===== src/include/ccd_consts.svh =====
`ifndef CCD_CONSTS_SVH
`define CCD_CONSTS_SVH
// register indexes; byte address is four times the index
`define CCD_IDX_BYPASS 8'h01
`define CCD_IDX_OUTCTL 8'h38
`define CCD_IDX_EDGE_BASE 8'h40
`define CCD_IDX_SAMPLE 8'h44
`define CCD_IDX_CLP_BASE 8'h48
`define CCD_IDX_PBK_BASE 8'h4c
`define CCD_IDX_CLPMASK_BASE 8'h50
`define CCD_IDX_PBKMASK_BASE 8'h53
`define CCD_IDX_STATUS 8'h56
`define CCD_ADDR_MSB 9
`define CCD_ADDR_LSB 2
// field positions
`define CCD_BYPASS_BIT 1
`define CCD_PHASE_LSB 0
`define CCD_FIXED_BIT 8
`define CCD_DELAY_LSB 9
`define CCD_EDGE_RISE_LSB 0
`define CCD_EDGE_FALL_LSB 8
`define CCD_EDGE_POL_BIT 16
`define CCD_SAMP_REF_LSB 0
`define CCD_SAMP_DATA_LSB 8
`define CCD_TOGGLE_FIRST_LSB 0
`define CCD_TOGGLE_SECOND_LSB 16
`define CCD_START_POLARITY_BIT 31
`define CCD_MSTART_LSB 0
`define CCD_MEND_LSB 16
`define CCD_ST_LINE_LSB 0
`define CCD_ST_CLAMP_BIT 12
`define CCD_ST_PREBLANK_PULSE_BIT 13
`define CCD_ST_PIX_LSB 16
// writable bits and reset values
`define CCD_OUTCTL_WMASK 32'h0000_073f
`define CCD_OUTCTL_RST 32'h0000_0400
`define CCD_EDGE_WMASK 32'h0001_3f3f
`define CCD_SAMP_WMASK 32'h0000_3f3f
`define CCD_PAT_WMASK 32'h9fff_1fff
`define CCD_PAT_RST 32'h9fff_1fff
`define CCD_MASK_WMASK 32'h0fff_0fff
`define CCD_MASK_RST 32'h0fff_0fff
`define CCD_MASK_OFF 12'hfff
`define CCD_TOG_MAX 13'h1fff
`define CCD_LINE_MAX 12'hfff
// edge grid and timing
`define CCD_EDGES 48
`define CCD_HALF_EDGES 24
`define CCD_QUAD_EDGES 12
`define CCD_QUAD_OFF_MAX 4'hb
`define CCD_LATENCY 16
`define CCD_CLK_PERIOD_PS 25000
`define CCD_DLY_STEP_PS 4000
`define CCD_NUM_CH 4
`define CCD_NUM_MASK 3
`define CCD_PIX_BITS 12
`define CCD_VSEQ_SEL_BITS 2
`endif


===== src/include/ccd_pkg.sv =====
`include "ccd_consts.svh"
package ccd_pkg;
   typedef struct packed {
      logic valid;
      logic [`CCD_PIX_BITS-1:0] data;
   } ccd_pixel_type;
   typedef enum {CCD_CH_LAST, CCD_CH_FIRST, CCD_CH_THIRD, CCD_CH_RESET} ccd_channel_type;
endpackage


===== src/design/ccd_timing_core.sv =====
// Function
// RULE1: output phase field selects edge 0..47
// RULE2: default mode: clock tracks data phase
// RULE3: fixed mode: clock is delayed master copy
// RULE4: four clock-to-data delays, default 8 ns
// RULE5: pixel appears 16 cycles after sampling
// RULE6: polarity bit inverts last, odd, reset clocks
// RULE7: separate rise and fall edge per clock
// RULE8: second, fourth clocks invert first, third
// RULE9: reference and data sampling edge fields
// RULE10: six-bit edge is quadrant plus offset
// RULE11: period split into 48 edge positions
// RULE12: avoid phase within 12 data-sampling edges
// RULE13: phase best near reference sampling edge
// RULE14: bypass bit skips output phase latch
// RULE15: pulses from start polarity, two toggles
// RULE16: pattern per vertical sequence, selected sequence
// RULE17: toggle positions are 13-bit pixel positions
// RULE18: unused toggles written to 8191
// RULE19: masking suppresses pulse, settings kept
// RULE20: three clamp masking line areas
// RULE21: three preblank masking line areas
// RULE22: masks apply whatever sequence is active
// RULE23: 12-bit mask lines, 0xfff disables
// RULE24: mask compared to field line counter
// RULE25: toggle match against per-line pixel counter
// RULE26: masked line holds pulse inactive high
`timescale 1ns/1ps
`default_nettype none
`include "ccd_consts.svh"
module ccd_timing_core import ccd_pkg::*; #(
   parameter int NUM_VSEQ = 4,
   parameter int PIPE_DEPTH = `CCD_LATENCY,
   parameter int FIXED_CLK_DELAY = 4
) (
   input wire logic ref_clk,
   input wire logic rst_n,
   input wire logic hsel,
   input wire logic [31:0] haddr,
   input wire logic [1:0] htrans,
   input wire logic hwrite,
   input wire logic [2:0] hsize,
   input wire logic [31:0] hwdata,
   input wire logic hready,
   output logic hreadyout,
   output logic hresp,
   output logic [31:0] hrdata,
   input wire logic [`CCD_PIX_BITS-1:0] adcData,
   input wire logic adcValid,
   input wire logic lineStart,
   input wire logic fieldStart,
   input wire logic [`CCD_VSEQ_SEL_BITS-1:0] vseqSel,
   output ccd_pixel_type pixelOut,
   output logic [5:0] pixelDataEdge,
   output logic [47:0] pixelOutClock,
   output logic [47:0] lastHorizontalClock,
   output logic [47:0] horizontalClockFirst,
   output logic [47:0] horizontalClockSecond,
   output logic [47:0] horizontalClockThird,
   output logic [47:0] horizontalClockFourth,
   output logic [47:0] resetGateClock,
   output logic [5:0] referenceSamplingEdge,
   output logic [5:0] dataSamplingEdge,
   output logic darkClampPulse_n,
   output logic preblankPulse_n
);

   // quadrant plus offset to linear edge; offsets above 11 clamp to 11
   function automatic logic [5:0] edgeDecode(input logic [5:0] v);
      logic [3:0] off;
      off = (v[3:0] > `CCD_QUAD_OFF_MAX) ? `CCD_QUAD_OFF_MAX : v[3:0];
      return 6'({4'h0, v[5:4]} * 6'(`CCD_QUAD_EDGES) + {2'h0, off}); // RULE10 RULE11
   endfunction

   function automatic logic [5:0] edgeWrap(input logic [6:0] s);
      return (s >= 7'(`CCD_EDGES)) ? 6'(s - 7'(`CCD_EDGES)) : s[5:0]; // RULE11
   endfunction

   // high from rise edge up to (not incl.) fall edge, wrapping over the period
   function automatic logic [47:0] edgePattern(input logic [5:0] r, input logic [5:0] f);
      logic [47:0] p;
      p = 48'h0;
      for (int k = 0; k < `CCD_EDGES; k++) begin
         if (r <= f)
            p[k] = (6'(k) >= r) && (6'(k) < f);
         else
            p[k] = (6'(k) >= r) || (6'(k) < f);
      end
      return p;
   endfunction

   // delay code in 4 ns steps, rounded up to whole edges
   function automatic logic [5:0] delayEdges(input logic [1:0] code);
      int ps;
      int st;
      ps = int'(code) * `CCD_DLY_STEP_PS;
      st = (ps * `CCD_EDGES + `CCD_CLK_PERIOD_PS - 1) / `CCD_CLK_PERIOD_PS;
      return 6'(st);
   endfunction

   // ---------------- bus slave ----------------
   logic [31:0] outCtl_q;
   logic bypass_q;
   logic [31:0] edgeReg_q [`CCD_NUM_CH];
   logic [31:0] sampleReg_q;
   logic [31:0] clpPat_q [NUM_VSEQ];
   logic [31:0] pbkPat_q [NUM_VSEQ];
   logic [31:0] clpMask_q [`CCD_NUM_MASK];
   logic [31:0] pbkMask_q [`CCD_NUM_MASK];
   logic dphRead_q;
   logic rdDone_q;
   logic wrPend_q;
   logic [7:0] idx_q;
   logic [31:0] hrdata_q;
   logic [31:0] rdMux;
   logic [12:0] pixCnt_q;
   logic [11:0] lineCnt_q;
   logic clampOut_q;
   logic pblkOut_q;

   wire accept = hsel && htrans[1] && hready;
   wire [7:0] addrIdx = haddr[`CCD_ADDR_MSB:`CCD_ADDR_LSB];
   wire rdStall = dphRead_q && !rdDone_q;
   wire wrOutCtl = wrPend_q && (idx_q == `CCD_IDX_OUTCTL);
   wire wrBypass = wrPend_q && (idx_q == `CCD_IDX_BYPASS);
   wire wrSample = wrPend_q && (idx_q == `CCD_IDX_SAMPLE);

   assign hreadyout = !rdStall;
   assign hresp = 1'b0;
   assign hrdata = hrdata_q;

   always_ff @(posedge ref_clk) begin
      if (!rst_n) begin
         dphRead_q <= 1'b0;
         rdDone_q <= 1'b0;
         wrPend_q <= 1'b0;
         idx_q <= 8'h00;
         hrdata_q <= 32'h0000_0000;
      end else begin
         wrPend_q <= accept && hwrite;
         rdDone_q <= rdStall;
         if (hready) begin
            dphRead_q <= accept && !hwrite;
            idx_q <= addrIdx;
         end
         if (rdStall)
            hrdata_q <= rdMux;
      end
   end

   always_ff @(posedge ref_clk) begin
      if (!rst_n) begin
         outCtl_q <= `CCD_OUTCTL_RST; // RULE4
         bypass_q <= 1'b0;
         sampleReg_q <= 32'h0000_0000;
      end else begin
         if (wrOutCtl)
            outCtl_q <= hwdata & `CCD_OUTCTL_WMASK;
         if (wrBypass)
            bypass_q <= hwdata[`CCD_BYPASS_BIT];
         if (wrSample)
            sampleReg_q <= hwdata & `CCD_SAMP_WMASK;
      end
   end

   genvar gi;
   generate
      for (gi = 0; gi < `CCD_NUM_CH; gi++) begin : g_edgeReg
         wire wrEdge = wrPend_q && (idx_q == 8'(`CCD_IDX_EDGE_BASE + gi));
         always_ff @(posedge ref_clk) begin
            if (!rst_n)
               edgeReg_q[gi] <= 32'h0000_0000;
            else if (wrEdge)
               edgeReg_q[gi] <= hwdata & `CCD_EDGE_WMASK; // RULE7
         end
      end
      for (gi = 0; gi < NUM_VSEQ; gi++) begin : g_patReg
         wire wrClp = wrPend_q && (idx_q == 8'(`CCD_IDX_CLP_BASE + gi));
         wire wrPbk = wrPend_q && (idx_q == 8'(`CCD_IDX_PBK_BASE + gi));
         always_ff @(posedge ref_clk) begin
            if (!rst_n) begin
               clpPat_q[gi] <= `CCD_PAT_RST;
               pbkPat_q[gi] <= `CCD_PAT_RST;
            end else begin
               if (wrClp)
                  clpPat_q[gi] <= hwdata & `CCD_PAT_WMASK; // RULE16
               if (wrPbk)
                  pbkPat_q[gi] <= hwdata & `CCD_PAT_WMASK; // RULE16
            end
         end
      end
      for (gi = 0; gi < `CCD_NUM_MASK; gi++) begin : g_maskReg
         wire wrClm = wrPend_q && (idx_q == 8'(`CCD_IDX_CLPMASK_BASE + gi));
         wire wrPbm = wrPend_q && (idx_q == 8'(`CCD_IDX_PBKMASK_BASE + gi));
         always_ff @(posedge ref_clk) begin
            if (!rst_n) begin
               clpMask_q[gi] <= `CCD_MASK_RST; // RULE23
               pbkMask_q[gi] <= `CCD_MASK_RST; // RULE23
            end else begin
               if (wrClm)
                  clpMask_q[gi] <= hwdata & `CCD_MASK_WMASK;
               if (wrPbm)
                  pbkMask_q[gi] <= hwdata & `CCD_MASK_WMASK;
            end
         end
      end
   endgenerate

   always_comb begin
      rdMux = 32'h0000_0000;
      if (idx_q == `CCD_IDX_OUTCTL)
         rdMux = outCtl_q;
      if (idx_q == `CCD_IDX_BYPASS)
         rdMux[`CCD_BYPASS_BIT] = bypass_q;
      if (idx_q == `CCD_IDX_SAMPLE)
         rdMux = sampleReg_q;
      if (idx_q == `CCD_IDX_STATUS) begin
         rdMux[`CCD_ST_LINE_LSB +: 12] = lineCnt_q;
         rdMux[`CCD_ST_CLAMP_BIT] = clampOut_q;
         rdMux[`CCD_ST_PREBLANK_PULSE_BIT] = pblkOut_q;
         rdMux[`CCD_ST_PIX_LSB +: 13] = pixCnt_q;
      end
      for (int i = 0; i < `CCD_NUM_CH; i++) begin
         if (idx_q == 8'(`CCD_IDX_EDGE_BASE + i))
            rdMux = edgeReg_q[i];
      end
      for (int i = 0; i < NUM_VSEQ; i++) begin
         if (idx_q == 8'(`CCD_IDX_CLP_BASE + i))
            rdMux = clpPat_q[i];
         if (idx_q == 8'(`CCD_IDX_PBK_BASE + i))
            rdMux = pbkPat_q[i];
      end
      for (int i = 0; i < `CCD_NUM_MASK; i++) begin
         if (idx_q == 8'(`CCD_IDX_CLPMASK_BASE + i))
            rdMux = clpMask_q[i];
         if (idx_q == 8'(`CCD_IDX_PBKMASK_BASE + i))
            rdMux = pbkMask_q[i];
      end
   end

   // ---------------- pixel output path ----------------
   ccd_pixel_type pipe_q [PIPE_DEPTH];

   generate
      for (gi = 0; gi < PIPE_DEPTH; gi++) begin : g_pipe
         always_ff @(posedge ref_clk) begin
            if (!rst_n)
               pipe_q[gi] <= '0;
            else if (gi == 0)
               pipe_q[gi] <= '{valid: adcValid, data: adcData}; // RULE5
            else
               pipe_q[gi] <= pipe_q[(gi == 0) ? 0 : gi - 1]; // RULE5
         end
      end
   endgenerate

   assign pixelOut = pipe_q[PIPE_DEPTH-1];

   // software should keep the phase at or just after the reference edge and
   // clear of the 12 edges after the data edge; nothing here enforces it
   wire [5:0] phaseEdge = edgeDecode(outCtl_q[`CCD_PHASE_LSB +: 6]); // RULE1 RULE12 RULE13
   wire [5:0] todEdges = delayEdges(outCtl_q[`CCD_DELAY_LSB +: 2]); // RULE4
   wire fixedMode = outCtl_q[`CCD_FIXED_BIT];
   wire [5:0] dataEdgeD = bypass_q ? 6'h00 : phaseEdge; // RULE14
   wire [5:0] trackRise = edgeWrap(7'({1'b0, dataEdgeD}) + 7'(`CCD_EDGES) - {1'b0, todEdges}); // RULE2 RULE4
   wire [5:0] fixedRise = 6'(FIXED_CLK_DELAY % `CCD_EDGES);
   wire [5:0] clkRise = fixedMode ? fixedRise : trackRise; // RULE3
   wire [5:0] clkFall = edgeWrap(7'({1'b0, clkRise}) + 7'(`CCD_HALF_EDGES));

   always_ff @(posedge ref_clk) begin
      if (!rst_n) begin
         pixelDataEdge <= 6'h00;
         pixelOutClock <= 48'h0;
      end else begin
         pixelDataEdge <= dataEdgeD; // RULE1
         pixelOutClock <= edgePattern(clkRise, clkFall); // RULE2 RULE3
      end
   end

   // ---------------- fast horizontal clocks ----------------
   logic [47:0] hPat_q [`CCD_NUM_CH];

   generate
      for (gi = 0; gi < `CCD_NUM_CH; gi++) begin : g_hclk
         wire [5:0] riseEdge = edgeDecode(edgeReg_q[gi][`CCD_EDGE_RISE_LSB +: 6]); // RULE7
         wire [5:0] fallEdge = edgeDecode(edgeReg_q[gi][`CCD_EDGE_FALL_LSB +: 6]); // RULE7
         wire invert = edgeReg_q[gi][`CCD_EDGE_POL_BIT];
         always_ff @(posedge ref_clk) begin
            if (!rst_n)
               hPat_q[gi] <= 48'h0;
            else
               hPat_q[gi] <= edgePattern(riseEdge, fallEdge) ^ {48{invert}}; // RULE6
         end
      end
   endgenerate

   assign lastHorizontalClock = hPat_q[CCD_CH_LAST];
   assign horizontalClockFirst = hPat_q[CCD_CH_FIRST];
   assign horizontalClockThird = hPat_q[CCD_CH_THIRD];
   assign resetGateClock = hPat_q[CCD_CH_RESET];

   always_ff @(posedge ref_clk) begin
      if (!rst_n) begin
         horizontalClockSecond <= 48'hffff_ffff_ffff;
         horizontalClockFourth <= 48'hffff_ffff_ffff;
         referenceSamplingEdge <= 6'h00;
         dataSamplingEdge <= 6'h00;
      end else begin
         horizontalClockSecond <= ~(edgePattern(g_hclk[1].riseEdge, g_hclk[1].fallEdge)
                                    ^ {48{g_hclk[1].invert}}); // RULE8
         horizontalClockFourth <= ~(edgePattern(g_hclk[2].riseEdge, g_hclk[2].fallEdge)
                                    ^ {48{g_hclk[2].invert}}); // RULE8
         referenceSamplingEdge <= edgeDecode(sampleReg_q[`CCD_SAMP_REF_LSB +: 6]); // RULE9
         dataSamplingEdge <= edgeDecode(sampleReg_q[`CCD_SAMP_DATA_LSB +: 6]); // RULE9
      end
   end

   // ---------------- clamp and preblank ----------------
   wire [`CCD_VSEQ_SEL_BITS-1:0] seqIdx = (int'(vseqSel) < NUM_VSEQ) ? vseqSel : '0;
   wire [31:0] clpSel = clpPat_q[seqIdx]; // RULE16 RULE22
   wire [31:0] pbkSel = pbkPat_q[seqIdx]; // RULE16
   wire clpHit = (pixCnt_q == clpSel[`CCD_TOGGLE_FIRST_LSB +: 13]) || (pixCnt_q == clpSel[`CCD_TOGGLE_SECOND_LSB +: 13]); // RULE17 RULE25
   wire pbkHit = (pixCnt_q == pbkSel[`CCD_TOGGLE_FIRST_LSB +: 13]) || (pixCnt_q == pbkSel[`CCD_TOGGLE_SECOND_LSB +: 13]); // RULE17 RULE25
   wire [`CCD_NUM_MASK-1:0] clpInArea;
   wire [`CCD_NUM_MASK-1:0] pbkInArea;
   // masks follow the line being entered, so its first pixel is covered too
   wire [11:0] lineCntD = fieldStart ? 12'h000
                          : (lineStart && lineCnt_q != `CCD_LINE_MAX) ? lineCnt_q + 12'h001 : lineCnt_q; // RULE24
   logic clpLevel_q;
   logic pbkLevel_q;

   generate
      for (gi = 0; gi < `CCD_NUM_MASK; gi++) begin : g_mask
         wire [11:0] cs = clpMask_q[gi][`CCD_MSTART_LSB +: 12];
         wire [11:0] ce = clpMask_q[gi][`CCD_MEND_LSB +: 12];
         wire [11:0] ps = pbkMask_q[gi][`CCD_MSTART_LSB +: 12];
         wire [11:0] pe = pbkMask_q[gi][`CCD_MEND_LSB +: 12];
         assign clpInArea[gi] = (cs != `CCD_MASK_OFF) && (ce != `CCD_MASK_OFF)
                                && (lineCntD >= cs) && (lineCntD <= ce); // RULE20 RULE23 RULE24
         assign pbkInArea[gi] = (ps != `CCD_MASK_OFF) && (pe != `CCD_MASK_OFF)
                                && (lineCntD >= ps) && (lineCntD <= pe); // RULE21 RULE23 RULE24
      end
   endgenerate

   wire clpMasked = |clpInArea; // RULE22
   wire pbkMasked = |pbkInArea; // RULE22
   wire clpLevelD = lineStart ? clpSel[`CCD_START_POLARITY_BIT] : (clpLevel_q ^ clpHit); // RULE15
   wire pbkLevelD = lineStart ? pbkSel[`CCD_START_POLARITY_BIT] : (pbkLevel_q ^ pbkHit); // RULE15

   always_ff @(posedge ref_clk) begin
      if (!rst_n) begin
         pixCnt_q <= 13'h0000;
         lineCnt_q <= 12'h000;
      end else begin
         if (lineStart)
            pixCnt_q <= 13'h0000; // RULE25
         else if (pixCnt_q != `CCD_TOG_MAX)
            pixCnt_q <= pixCnt_q + 13'h0001;
         lineCnt_q <= lineCntD; // RULE24
      end
   end

   // pattern level keeps running under a mask so unmasked lines stay correct
   always_ff @(posedge ref_clk) begin
      if (!rst_n) begin
         clpLevel_q <= 1'b1;
         pbkLevel_q <= 1'b1;
         clampOut_q <= 1'b1;
         pblkOut_q <= 1'b1;
      end else begin
         clpLevel_q <= clpLevelD;
         pbkLevel_q <= pbkLevelD;
         clampOut_q <= clpMasked ? 1'b1 : clpLevelD; // RULE19 RULE26
         pblkOut_q <= pbkMasked ? 1'b1 : pbkLevelD; // RULE19 RULE26
      end
   end

   assign darkClampPulse_n = clampOut_q;
   assign preblankPulse_n = pblkOut_q;

endmodule
`default_nettype wire


===== config.mk =====
export PLATFORM = sky130hd
export DESIGN_NAME = ccd_timing_core
export DESIGN_NICKNAME = d
export VERILOG_FILES = /design/src/include/ccd_pkg.sv /design/src/design/ccd_timing_core.sv
export VERILOG_INCLUDE_DIRS = /design/src /design/src/include
export SDC_FILE = /design/constraint.sdc
export NUM_CORES = 2
export LEC_CHECK = 0
export BUFFER_PORTS_ARGS = -buffer_cell sky130_fd_sc_hd__buf_2
export CORE_MARGIN = 8
export CORE_UTILIZATION = 55
export DETAILED_ROUTE_END_ITERATION = 8
export HOLD_SLACK_MARGIN = 0.05
export MAX_ROUTING_LAYER = met4
export PLACE_DENSITY = 0.84
export SYNTH_ARGS = -nofsm -noshare
export SYNTH_HDL_FRONTEND = slang
export SYNTH_SLANG_ARGS = --single-unit

===== constraint.sdc =====
create_clock -name ref_clk -period 20.2 [get_ports ref_clk]
set_clock_uncertainty 0.15 [all_clocks]
set_input_delay 1.01 -clock ref_clk [delete_from_list [all_inputs] [get_ports ref_clk]]
set_output_delay 1.01 -clock ref_clk [all_outputs]
set_load 0.05 [all_outputs]

==> metrics.cfg <==
[drt]
drc_errors = 0
drt_pass1_iterations = 8
finalWirelength_um = 173000
num_vias = 45200
drt_iter0_drc = 6421
drtAntennaViolNets = 0
vias_per_cell = 6.25
wl_per_cell_um = 23.8

[place]
dpl_cell_area_um2 = 57300
place_inst = 7029
port_buffers = 456
gp_congestion = 0.982
place_hpwl_um = 118000

[grt]
met3_usage = 0.0729
grt_util_all_layers = 0.312
grt_pass1_vias = 42900
antenna_found_initial = 10
met2_usage = 0.472
gr-max-usage-layer = met2
grt_max_degree = 149
overflow = 0
grt_use_met1 = 0.395
grt_pass1_wl_um = 259000

[power_and_ir_drop]
p_switching_uw = 1700
p_per_area_nw_per_um2 = 89.8
pwr-share-seq = 0.433
leakage_uw = 0.0248
p_int_uw = 3770
peakVddDrop_v = 0.0000688
power_frac_comb = 0.188
clock_power_share = 0.378
power_uw = 5480
p_sw_frac = 0.311

[synth]
synth.most_common_cell = dfxtp_1
ys.flop_type = dfxtp_1
ys_types = 97
synth-seq-cells = 1064
synth_edf_count = 412
synth_top_cell_by_area = dfxtp_1
yosys_warnings = 0
ys_seq_area_frac = 0.469
synth_area_leaders = dfxtp_1 (24%), edfxtp_1 (23%), ha_1 (5.7%)
yosysTopAreaCellShare = 0.241
synth.top_cells.by_count = dfxtp_1 (652), nor2_1 (460), edfxtp_1 (412), a21oi_1 (376), clkbuf_1 (368)
postSynthCellCount = 5638
syn_avg_cell_area_um2 = 9.62
async_flop_share = 0
syn_area_um2 = 54200

[die]
rows = 115
dieArea_um2 = 109000
die_x_um = 330
initial_core_util = 0.553
num_io_pins = 494
coreArea_um2 = 98100
chipHeight_um = 330

[critical_path]
critPathMostFrequentCell = ha_1
cp-start-kind = flip-flop
crit_fanout = 33
slowest_delay_ps = 770
crit_type = flip-flop to flip-flop
worst-endpoint-arrival_ps = 11110
crit_path_end_kind = flip-flop
crit_required_ps = 20620
crit_slowest_cell = ha_1

[clock_network]
clockBufferDepth = 3
cts_tree = done
clkSinkCount = 1064
cts.repair.resized = 0
cts-buffers-inserted = 105
htreeDepth = 3
clk_pin_slew_ps = 70
cts_hold_buf = 0
clock_latency_ps = 740
postCtsSetupBuffers = 0
cts-root-buf = clkbuf_16

[final_layout]
multi_input_area_um2 = 26100
syn2layout_area_growth_pct = 12.5
drive_gt1_frac = 0.159
design_area_um2 = 61000
fin_nets = 6201
layoutNonFillerInstCount = 7237
register_area_um2 = 25400
fill_cells = 7843

[sta]
tns_ps = 0
hold_violations = 0
fmaxAchievable_mhz = 93.6
rsz0062_at_grt = no
worstMarginPinSlew_ps = 1260
finalSetupViolCount = 0
slew_headroom = 0.157
slew_viol_final = 0
fin_crit_ps = 10690
finalCritPeriodShare = 0.529

[worst_hold_path]
hold_path.class = flip-flop to flip-flop

[flow_run]
cap_violations = 0

[outcome]
status = finished clean

power by group through the flow:
stage	Clock (uW)	Combinational [uW]	Sequential, uW
floorplan	0	418	2750
global route	2180	1090	2380
global placement	0	1010	2420
CTS	2090	1030	2370
detailed placement	0	1020	2420
finish	2070	1030	2370
path summary, 6_finish.rpt:
check                      from  slack (ps)           endpoint  cells after the start
hold / removal    pipe_q[1][17]         250      pipe_q[1][30]                      1
setup / recovery    outCtl_q[9]        9510  pixelOutClock[35]                     35
hold reg to reg   pipe_q[1][17]         250      pipe_q[1][30]                      1
setup reg to reg    outCtl_q[9]        9510  pixelOutClock[35]                     35
routing by layer:
| layer | up-vias | wire length [um] | part of all wire |
|---|---|---|---|
| met1 | 21300 | 65400 | 0.38 |
| met2 | 3096 | 76500 | 0.44 |
| met5 | - | 0 | 0 |
| met4 | 0 | 9340 | 0.054 |
| li1 | 20200 | - | - |
| met3 | 622 | 21200 | 0.12 |
layout make-up:
class,instances,share of cell area
Antenna cell,10,0.000410
Clock buffer,131,0.0479
Clock inverter,66,0.0129
Inverter,319,0.0197
Multi-Input combinational cell,3814,0.427
Sequential cell,1064,0.417
Tap cell,1287,0.0264
Timing Repair Buffer,546,0.0487
flip-flops by register name (all words and copies together), names as in the netlist, 6 cells and up:
name and cells:
pipe_q 208, hPat_q 192, clpPat_q 108, pbkPat_q 108, clpMask_q 72, pbkMask_q 72
edgeReg_q 52, horizontalClockFourth 48, horizontalClockSecond 48, pixelOutClock 48, hrdata 28, pixCnt_q 13
lineCnt_q 12, sampleReg_q 12, outCtl_q 9, idx_q 8, dataSamplingEdge 6, pixelDataEdge 6
referenceSamplingEdge 6
worst max-delay path: cells and delay by family, from the launching register on:
kind,cells,cell delay (ps)
AND/OR/NAND/NOR,12,3370
AO/OA/AOI/OAI,10,2280
adder cells (fa/ha/maj),6,2100
multiplexers,3,1230
flip-flops,1,570
buffers and inverters,2,450
XOR/XNOR,2,370
cells in the final DEF (no fill, tap or decap), types with 48 or more instances in the layout:
| cell type | count |
|---|---|
| a21o_1 | 73 |
| a21oi_1 | 376 |
| a31oi_1 | 48 |
| and2_1 | 314 |
| and3_1 | 77 |
| buf_2 | 454 |
| buf_4 | 90 |
| clkbuf_16 | 108 |
| dfxtp_1 | 652 |
| edfxtp_1 | 412 |
| ha_1 | 248 |
| inv_1 | 304 |
| maj3_1 | 143 |
| mux4_2 | 54 |
| nand2_1 | 305 |
| nand3_1 | 72 |
| nand4_1 | 83 |
| nor2_1 | 446 |
| nor2b_1 | 57 |
| nor3_1 | 84 |
| o21ai_0 | 244 |
| or2_2 | 97 |
| or3_1 | 295 |
| xnor2_1 | 163 |
| xor2_1 | 131 |
logic make-up after synthesis:
kind of cell	synth area share
adder cells (fa/ha/maj)	0.0880
AO/OA/AOI/OAI	0.127
multiplexers	0.0274
other	0.0000691
AND/OR/NAND/NOR	0.186
flip-flops	0.469
buffers and inverters	0.0552
XOR/XNOR	0.0480
per-stage QoR:
step | hold WS [ps] | utilization | setup slack [ps]
5_1_grt | 280 | 0.622 | 8840
3_5_place_dp | 267 | 0.584 | 9780
2_1_floorplan | 262 | - | 11880
4_1_cts | 274 | 0.621 | 9690
3_3_place_gp | 263 | 0.584 | 9790
6_report | 250 | 0.622 | 9510
Note: power is estimated with default switching activity, not from simulation.
